==> config.mk <==
export PLATFORM = sky130hd
export DESIGN_NAME = wdt_top
export DESIGN_NICKNAME = d
export VERILOG_FILES = /design/src/rtl/wdt_pkg.sv /design/src/rtl/wdt_top.sv
export SDC_FILE = /design/constraint.sdc
export NUM_CORES = 1
export LEC_CHECK = 0
export ABC_AREA = 1
export BUFFER_PORTS_ARGS = -buffer_cell sky130_fd_sc_hd__buf_2
export CAP_MARGIN = 20
export CORE_MARGIN = 2
export CORE_UTILIZATION = 50
export CTS_BUF_LIST = sky130_fd_sc_hd__clkbuf_2
export CTS_CLUSTER_SIZE = 20
export DETAILED_ROUTE_END_ITERATION = 10
export GPL_ROUTABILITY_DRIVEN = 0
export PLACE_DENSITY = 0.72
export SKIP_LAST_GASP = 1
export SYNTH_ARGS = -nofsm -noshare
export SYNTH_HDL_FRONTEND = slang
export SYNTH_SLANG_ARGS = --single-unit
==> constraint.sdc <==
create_clock -name CORE_CLK -period 3.6 [get_ports CORE_CLK]
set_input_delay 0.18 -clock CORE_CLK [delete_from_list [all_inputs] [get_ports CORE_CLK]]
set_output_delay 0.18 -clock CORE_CLK [all_outputs]
set_load 0.005 [all_outputs]
==> src/rtl/wdt_pkg.sv <==
// Package of constants and types for the watchdog/interval timer
package wdt_pkg;
    // Mode register field positions
    localparam int unsigned WDT_RUN_BIT = 7;
    localparam int unsigned WDT_MODE_BIT = 4;
    localparam int unsigned WDT_ACT_BIT = 3;
    // Clock select field in the second timer clock select register
    localparam int unsigned WDT_CLK_LSB = 0;
    localparam int unsigned WDT_CLK_W = 3;
    localparam int unsigned WDT_TIMER_CLOCK_SELECT_TWO_MASK_W = 8;
    // Reset values
    localparam logic [7:0] WDT_MODE_RST = 8'h00;
    localparam logic [7:0] WDT_TIMER_CLOCK_SELECT_TWO_RST = 8'h00;
    // Bits of the mode register that read back; others read zero
    localparam logic [7:0] WDT_MODE_RMASK = 8'h98;
    // Detection period exponents: codes 0..6 give 11..17, code 7 gives 19
    localparam int unsigned WDT_EXP_BASE = 11;
    localparam int unsigned WDT_EXP_TOP = 19;
    localparam logic [2:0] WDT_CODE_TOP = 3'h7;
    // Counter wide enough for 2^19 main clocks plus the oscillator divide
    localparam int unsigned WDT_CNT_W = 21;
    // Timing at the 10 MHz core clock
    localparam int unsigned WDT_CLK_NS = 100;
    localparam int unsigned WDT_RST_PULSE_NS = 100;
    localparam int unsigned WDT_RST_PULSE_CYC =
        (WDT_RST_PULSE_NS + WDT_CLK_NS - 1) / WDT_CLK_NS;

    // Register write strobe bundle
    typedef struct packed {
        logic       byte_we;
        logic       bit_we;
        logic [2:0] bit_idx;
        logic       bit_val;
        logic [7:0] wdata;
    } wdt_wr_type;

    // Event outputs
    typedef struct packed {
        logic sys_reset;
        logic nmi;
        logic irq;
    } wdt_evt_type;
endpackage

==> src/rtl/wdt_top.sv <==
// Watchdog timer with interval timer mode
`timescale 1ns/1ps
// Operation
// - Reset clears mode register to zero
// - Mode register takes bit or byte writes
// - Action and mode bits are set-only
// - Run bit cannot be cleared by software
// - Mode bit 4 selects program-loop watchdog
// - Clock select bits 0-2 choose period
// - Writing run 1 clears and restarts counter
// - Overflow gives reset or NMI by bit 3
// - Counts in halt, stops in stop
// - After clear, overflow up to 0.5% early
// - Counting halts when subsystem clock selected
// - Codes map to 2^11..2^17 and 2^19
// - Main clock is oscillator or half of it
// - Bit 3 set, bit 4 clear: interval timer
// - Interval interrupt gated by mask; priority passed out
// - Interval interrupt has highest default priority
// - First interval after write may be short
// - Interval uses same clock field encoding
// - Reset clears clock select register
module wdt_top
    import wdt_pkg::*;
(
    // Clock and reset
    input  wire logic       CORE_CLK,
    input  wire logic       RST,
    // Register access
    input  wire logic       MODE_BYTE_WE,
    input  wire logic       MODE_BIT_WE,
    input  wire logic [2:0] MODE_BIT_IDX,
    input  wire logic       MODE_BIT_VAL,
    input  wire logic [7:0] MODE_WDATA,
    input  wire logic       TIMER_CLOCK_SELECT_TWO_WE,
    input  wire logic [7:0] TIMER_CLOCK_SELECT_TWO_WDATA,
    output logic      [7:0] MODE_RDATA,
    output logic      [7:0] TIMER_CLOCK_SELECT_TWO_RDATA,
    // System state
    input  wire logic       OSC_DIVIDE_SELECT,
    input  wire logic       STOP_MODE,
    input  wire logic       SUBCLK_SELECTED,
    input  wire logic       INTERVAL_IRQ_MASK,
    input  wire logic       INTERVAL_IRQ_PRIORITY,
    // Events
    output logic            SYS_RESET_REQ,
    output logic            NMI_REQ,
    output logic            INTERVAL_INTERRUPT,
    output logic            INTERVAL_IRQ_PRIO_OUT,
    output logic            RUNNING
);

    ////////////////////////////////////////////////////////////////////
    // Write decode
    wdt_wr_type wr;
    logic [7:0] mode_q;
    logic [7:0] mode_new;
    logic [7:0] timer_clock_select_two_q;
    logic       run_write;

    assign wr = '{byte_we: MODE_BYTE_WE, bit_we: MODE_BIT_WE,
                  bit_idx: MODE_BIT_IDX, bit_val: MODE_BIT_VAL,
                  wdata: MODE_WDATA};

    // Written value as software asks for it, before the set-only mask
    always_comb begin
        mode_new = mode_q;
        if (wr.byte_we) begin
            mode_new = wr.wdata;
        end else if (wr.bit_we) begin
            mode_new[wr.bit_idx] = wr.bit_val;
        end
    end

    // Only a write that targets the run bit with 1 restarts the count;
    // a bit write to another bit must not restart a running watchdog
    assign run_write = wr.byte_we ? wr.wdata[WDT_RUN_BIT] :
                       (wr.bit_we && wr.bit_val &&
                        wr.bit_idx == 3'(WDT_RUN_BIT));

    ////////////////////////////////////////////////////////////////////
    // Mode register: run, mode and action bits only ever set
    always_ff @(posedge CORE_CLK or posedge RST) begin
        if (RST) begin
            mode_q <= WDT_MODE_RST;
        end else if (wr.byte_we || wr.bit_we) begin
            // Interval mode cannot be entered once watchdog is chosen
            mode_q <= mode_q | (mode_new & WDT_MODE_RMASK);
        end
    end

    // Clock select register, low field steers the period
    always_ff @(posedge CORE_CLK or posedge RST) begin
        if (RST) begin
            timer_clock_select_two_q <= WDT_TIMER_CLOCK_SELECT_TWO_RST;
        end else if (TIMER_CLOCK_SELECT_TWO_WE) begin
            // Bit 3 reads as zero; caller should stop timer first
            timer_clock_select_two_q <= TIMER_CLOCK_SELECT_TWO_WDATA & 8'hf7;
        end
    end

    ////////////////////////////////////////////////////////////////////
    // Free-running prescaler; never cleared by a restart, which is what
    // makes the first period up to one count clock short
    logic [WDT_CNT_W-1:0] pre_q;
    logic                 count_en;
    logic                 wd_mode;
    logic                 iv_mode;
    logic [2:0]           sel;
    logic [4:0]           exp_sum;
    logic [WDT_CNT_W-1:0] last_val;

    assign count_en = !STOP_MODE && !SUBCLK_SELECTED;
    assign wd_mode = mode_q[WDT_MODE_BIT];
    assign iv_mode = mode_q[WDT_ACT_BIT] &&
                     !mode_q[WDT_MODE_BIT];
    assign sel = timer_clock_select_two_q[WDT_CLK_LSB +: WDT_CLK_W];

    // Period exponent in oscillator cycles; halved clock adds one
    always_comb begin
        if (sel == WDT_CODE_TOP) begin
            exp_sum = 5'(WDT_EXP_TOP);
        end else begin
            exp_sum = 5'(WDT_EXP_BASE) + {2'h0, sel};
        end
        exp_sum = exp_sum + {4'h0, !OSC_DIVIDE_SELECT};
        last_val = WDT_CNT_W'((22'h1 << exp_sum) - 22'h1);
    end

    always_ff @(posedge CORE_CLK or posedge RST) begin
        if (RST) begin
            pre_q <= '0;
        end else if (count_en) begin
            pre_q <= pre_q + 1'b1;
        end
    end

    ////////////////////////////////////////////////////////////////////
    // Main counter: counts core cycles in units of 2^(exp-8) prescaler
    // ticks; restart clears only the upper stage, so period is short by
    // at most 1/256 (under 0.5 %)
    logic [7:0] up_q;
    logic       tick;
    logic       ovf;
    logic [WDT_CNT_W-1:0] sub_mask;

    assign sub_mask = WDT_CNT_W'(last_val >> 8);
    assign tick = count_en && ((pre_q & sub_mask) == sub_mask);
    assign ovf = tick && (up_q == 8'hff) && mode_q[WDT_RUN_BIT];

    always_ff @(posedge CORE_CLK or posedge RST) begin
        if (RST) begin
            up_q <= 8'h00;
        end else if (run_write) begin
            up_q <= 8'h00;
        end else if (mode_q[WDT_RUN_BIT] && tick) begin
            up_q <= up_q + 8'h01;  // interval mode wraps and repeats
        end
    end

    ////////////////////////////////////////////////////////////////////
    // Event outputs, one-cycle pulses from flip-flops
    wdt_evt_type evt_q;

    always_ff @(posedge CORE_CLK or posedge RST) begin
        if (RST) begin
            evt_q <= '0;
        end else begin
            evt_q.sys_reset <= ovf && wd_mode &&
                               mode_q[WDT_ACT_BIT];
            evt_q.nmi <= ovf && wd_mode &&
                         !mode_q[WDT_ACT_BIT];
            evt_q.irq <= ovf && iv_mode &&
                         !INTERVAL_IRQ_MASK;
        end
    end

    // Registered outputs
    always_ff @(posedge CORE_CLK or posedge RST) begin
        if (RST) begin
            MODE_RDATA <= 8'h00;
            TIMER_CLOCK_SELECT_TWO_RDATA <= 8'h00;
            INTERVAL_IRQ_PRIO_OUT <= 1'b0;
            RUNNING <= 1'b0;
        end else begin
            MODE_RDATA <= mode_q;
            TIMER_CLOCK_SELECT_TWO_RDATA <= timer_clock_select_two_q;
            INTERVAL_IRQ_PRIO_OUT <= INTERVAL_IRQ_PRIORITY;
            RUNNING <= mode_q[WDT_RUN_BIT] && count_en;
        end
    end

    assign SYS_RESET_REQ = evt_q.sys_reset;
    assign NMI_REQ = evt_q.nmi;
    assign INTERVAL_INTERRUPT = evt_q.irq;

    ////////////////////////////////////////////////////////////////////
    // Checks
    a_mode_reset: assert property (
        @(posedge CORE_CLK)
        $fell(RST) |-> mode_q == WDT_MODE_RST)
        else $error("mode register not clear after reset");

    a_timer_clock_select_two_reset: assert property (
        @(posedge CORE_CLK)
        $fell(RST) |-> timer_clock_select_two_q == WDT_TIMER_CLOCK_SELECT_TWO_RST)
        else $error("clock select not clear after reset");

    a_timer_clock_select_two_bit3: assert property (
        @(posedge CORE_CLK) disable iff (RST)
        TIMER_CLOCK_SELECT_TWO_WE |=> !timer_clock_select_two_q[3])
        else $error("clock select bit 3 not zero");

    a_sticky_act: assert property (
        @(posedge CORE_CLK) disable iff (RST)
        mode_q[WDT_ACT_BIT] |=> mode_q[WDT_ACT_BIT])
        else $error("action bit cleared");

    a_sticky_mode: assert property (
        @(posedge CORE_CLK) disable iff (RST)
        mode_q[WDT_MODE_BIT] |=> mode_q[WDT_MODE_BIT])
        else $error("mode bit cleared");

    a_run_held: assert property (
        @(posedge CORE_CLK) disable iff (RST)
        mode_q[WDT_RUN_BIT] |=> mode_q[WDT_RUN_BIT])
        else $error("run bit cleared");

    a_byte_write: assert property (
        @(posedge CORE_CLK) disable iff (RST)
        MODE_BYTE_WE |=>
        (mode_q & $past(MODE_WDATA) & WDT_MODE_RMASK) ==
        ($past(MODE_WDATA) & WDT_MODE_RMASK))
        else $error("byte write did not set bits");

    a_bit_write: assert property (
        @(posedge CORE_CLK) disable iff (RST)
        MODE_BIT_WE && !MODE_BYTE_WE && MODE_BIT_VAL &&
        WDT_MODE_RMASK[MODE_BIT_IDX] |=> mode_q[$past(MODE_BIT_IDX)])
        else $error("bit write did not set bit");

    a_rdata_track: assert property (
        @(posedge CORE_CLK) disable iff (RST)
        1'b1 |=> MODE_RDATA == $past(mode_q))
        else $error("mode read data stale");

    a_restart_clr: assert property (
        @(posedge CORE_CLK) disable iff (RST)
        run_write |=> up_q == 8'h00)
        else $error("restart did not clear counter");

    a_no_restart: assert property (
        @(posedge CORE_CLK) disable iff (RST)
        MODE_BIT_WE && !MODE_BYTE_WE && !tick &&
        MODE_BIT_IDX != 3'(WDT_RUN_BIT) |=> up_q == $past(up_q))
        else $error("write to other bit restarted counter");

    a_reset_kind: assert property (
        @(posedge CORE_CLK) disable iff (RST)
        ovf && wd_mode && mode_q[WDT_ACT_BIT] |=>
        SYS_RESET_REQ && !NMI_REQ)
        else $error("overflow did not request reset");

    a_nmi_kind: assert property (
        @(posedge CORE_CLK) disable iff (RST)
        ovf && wd_mode && !mode_q[WDT_ACT_BIT] |=>
        NMI_REQ && !SYS_RESET_REQ)
        else $error("overflow did not request nmi");

    a_stop_hold: assert property (
        @(posedge CORE_CLK) disable iff (RST)
        STOP_MODE |=> $stable(pre_q))
        else $error("prescaler ran in stop");

    a_halt_count: assert property (
        @(posedge CORE_CLK) disable iff (RST)
        count_en |=> pre_q == $past(pre_q) + 1'b1)
        else $error("prescaler did not advance");

    a_subclk_hold: assert property (
        @(posedge CORE_CLK) disable iff (RST)
        SUBCLK_SELECTED |-> !ovf)
        else $error("overflow while on subsystem clock");

    a_subclk_freeze: assert property (
        @(posedge CORE_CLK) disable iff (RST)
        SUBCLK_SELECTED && !run_write |=> $stable(up_q))
        else $error("counter moved on subsystem clock");

    a_irq_mode: assert property (
        @(posedge CORE_CLK) disable iff (RST)
        INTERVAL_INTERRUPT |-> $past(iv_mode))
        else $error("interval interrupt outside interval mode");

    a_irq_masked: assert property (
        @(posedge CORE_CLK) disable iff (RST)
        INTERVAL_IRQ_MASK |=> !INTERVAL_INTERRUPT)
        else $error("masked interval interrupt raised");

    a_prio_pass: assert property (
        @(posedge CORE_CLK) disable iff (RST)
        1'b1 |=> INTERVAL_IRQ_PRIO_OUT == $past(INTERVAL_IRQ_PRIORITY))
        else $error("priority flag not passed");

    a_prescale_free: assert property (
        @(posedge CORE_CLK) disable iff (RST)
        run_write && count_en |=> pre_q == $past(pre_q) + 1'b1)
        else $error("prescaler disturbed by restart");

    c_wd_reset: cover property (@(posedge CORE_CLK) SYS_RESET_REQ);
    c_wd_nmi: cover property (@(posedge CORE_CLK) NMI_REQ);
    c_interval: cover property (@(posedge CORE_CLK) INTERVAL_INTERRUPT);
    c_restart: cover property (@(posedge CORE_CLK) run_write && mode_q[7]);
    c_stop_run: cover property (@(posedge CORE_CLK) STOP_MODE && mode_q[7]);

endmodule // wdt_top

==> run metrics <==
R2R setup slack=0.37 ns; clk root buf=clkbuf_2; Power, Total=between 1000 and 1500 uW; Finished Core Util=59.2%; DR vias=2166; die width=76.1 um; Num CTS Buffers=5; Levels on crit path=18; worst slew pin tran=about 0.92 ns; Final period util=between 80% and 90%; register area=1150 um^2; Synth Instances=320; ys async rst share=100%; CP Buf/Inv Count=1; Largest stage delay, worst path=0.49 ns; skew final=0.00799 ns; DIE HEIGHT=76.1 um; final setup TNS=0 ns; Critical Path RT=3.97 ns; top cells by count, synth=nand2_1, dfrtp_1, inv_1; Critical Path Source=timer_clock_select_two_q[0]; cts repair resizes=0; outcome=completed; grt ovf=0; setup violators final=0; TritonRoute pass-1 iters=4; leading post-synthesis cells by cell area=dfrtp_1, nand2_1, inv_1; ANT nets after route=0; post-route minimum period=3.23 ns; Slew Limit Fails=0; Syn. warnings=0; DRC viols=0; worst-path cell chain=ha_1 -> nand2_2 -> nand2_1 -> ha_1 -> ha_1 -> nor2_1 -> inv_1 -> nor2_1 -> nand2_1 -> nand3_1 -> nor2_1 -> nand4_1 -> nand2_1 -> nor2_1 -> nand4_4 -> nand2_1 -> nand2_1 -> nand2_1; Net count, final=411; H-tree depth=2; largest area contributor in the netlist=dfrtp_1; Port Buffers=38; crit path capture type=flip-flop; CP Launch Type=flip-flop; placed instance count=423; Hold WC Path Type=in2reg; RSZ-0062 raised after global routing=false; P&R area growth vs syn=15.7%; CTS tree=yes; Power Density=around 430 nW/um^2; post-synth top area share=about 44%; ys flop type=dfrtp_1; DP HPWL=3610 um; crit path DAT=3.59 ns; slowest stage cell on the critical path=dfrtp_1; Cell Area, Synth=between 2000 and 3000 um^2; Cell Count, Final, Fillers Out=between 400 and 500; GRT Util Overall=18.2%; maximum vdd drop=305 uV; worst r2r src=timer_clock_select_two_q[0]; DR WL/cell=around 11 um; Clock transition at path regs=0.22 ns; largest net degree at the start of global routing=47; row cnt=26; Crit Path Max Fanout=9; sequential share of the synthesized area=44.3%; core area=5070 um^2; # diodes=0; Max Fclk=310 MHz; relative slew slack=38.5%; number of enable flip-flop cells after synthesis=0; Starting DRT DRC Count=136; WS Path Type=reg2reg; worst r2r dst=up_q[0]; initial antenna violation count=0; Setup Fix Bufs, Post-CTS=0; global-route wire length before repair=about 8700 um; Final Hold Vio Count=0; leakage=about 0.0016 uW; max-cap viol count=0; top-count cell post-synth=nand2_1; Multi-input gate area=approximately 1200 um^2; hold buffer count at cts=14; Synth cell types=32; die area=5790 um^2; Register-to-Register Path Depth=18; Starting Density=51.2%; fraction of layout cells with a size suffix above 1=20.3%; Clock Latency Late Sink=approximately 0.41 ns; Fillers=between 400 and 500; drt total wl=5020 um; Clock Path Buffers=2; Seq cells post-synth=46; delay-heaviest family, CP=simple AND/OR/NAND/NOR gates; Mapped Avg Cell Area=slightly above 8 um^2; DR vias/cell=4.88; hold depth=4; crit path capture=up_q[0]; vias in the first global route=2040; crit-path most repeated cell=nand2_1; # IOs=51; Sink Count=46
==> kinds of logic after synthesis <==
kind of cell | Yosys count | synth area share, %
simple gates | 175 | 32.3
buf+inv | 56 | 9.25
flops | 46 | 44.3
compound gates | 15 | 3.42
xor+xnor | 15 | 5.06
fa+ha+maj | 7 | 3.37
mux | 5 | 2.17
other cells | 1 | 0.144
==> report_power, final <==
part	internal, uW	leakage, uW	total (uW)	switching, uW
combinational	166	0.000981	440	273
clock	47.0	0.0000251	209	162
sequential	587	0.000547	648	60.5
total	801	0.00155	1300	496
==> worst min path at each step <==
stage,from,end,slack [ns]
after detailed placement,INTERVAL_IRQ_PRIORITY,INTERVAL_IRQ_PRIO_OUT,0.29
after global routing,INTERVAL_IRQ_MASK,INTERVAL_INTERRUPT,0.02
after CTS,MODE_BIT_IDX[2],mode_q[3],0.009
final,MODE_BIT_IDX[2],mode_q[3],0.02
after floorplan,INTERVAL_IRQ_PRIORITY,INTERVAL_IRQ_PRIO_OUT,0.21
after global placement,INTERVAL_IRQ_PRIORITY,INTERVAL_IRQ_PRIO_OUT,0.29
==> flip-flops by register name, indices dropped and copies added (netlist names) <==
name,count
NMI_REQ,1
SYS_RESET_REQ,1
timer_clock_select_two_q,7
INTERVAL_INTERRUPT,1
mode_q,3
pre_q,13
INTERVAL_IRQ_PRIO_OUT,1
MODE_RDATA,3
up_q,8
RUNNING,1
TIMER_CLOCK_SELECT_TWO_RDATA,7
==> cells in the final DEF (no fill, tap or decap), types with 7 or more instances in the layout <==
cell type and n:
nand2_1 70, dfrtp_1 46, inv_1 43, buf_2 38
nor2_1 32, nand3_1 29, xor2_1 14, dlygate4sd3_1 14
nand2_2 9, nand4_1 9, nor3_1 8, ha_1 7
==> area by class of cell <==
cell class                      count  share of cell area [%]
Multi-Input combinational cell    223                    40.8
Sequential cell                    46                    38.3
Timing Repair Buffer               52                    11.0
Inverter                           46                    5.75
Tap cell                           70                    2.92
Clock buffer                        6                    1.00
Clock inverter                      1                   0.250
==> worst register-to-register path, delay by kind of cell (launching register included) <==
kind | cells | cell delay (ns)
and+or+nand+nor | 14 | 1.79
DFF | 1 | 0.49
buffers and inverters | 1 | 0.07
adders and majority gates | 3 | 0.84
==> through the flow <==
step / cell area, um^2 / hold slack [ns] / worst slack, ns
after floorplan: 2620 / 0.211 / 0.838
after global placement: 2830 / 0.289 / 0.512
after detailed placement: 2830 / 0.292 / 0.445
after CTS: 3000 / 0.00866 / 0.391
after global routing: 3000 / 0.0159 / 0.0555
final: 3000 / 0.0239 / 0.372
==> layer usage <==
| metal | track usage [%] | vias to the layer above | wire length (um) |
|---|---|---|---|
| li1 | - | 1108 | - |
| met1 | 23.8 | 988 | 2380 |
| met2 | 30.4 | 65 | 2300 |
| met3 | 4.27 | 5 | 285 |
| met4 | 5.45 | 0 | 59 |
| met5 | 0 | - | 0 |
Note: power is estimated with default switching activity, not from simulation.
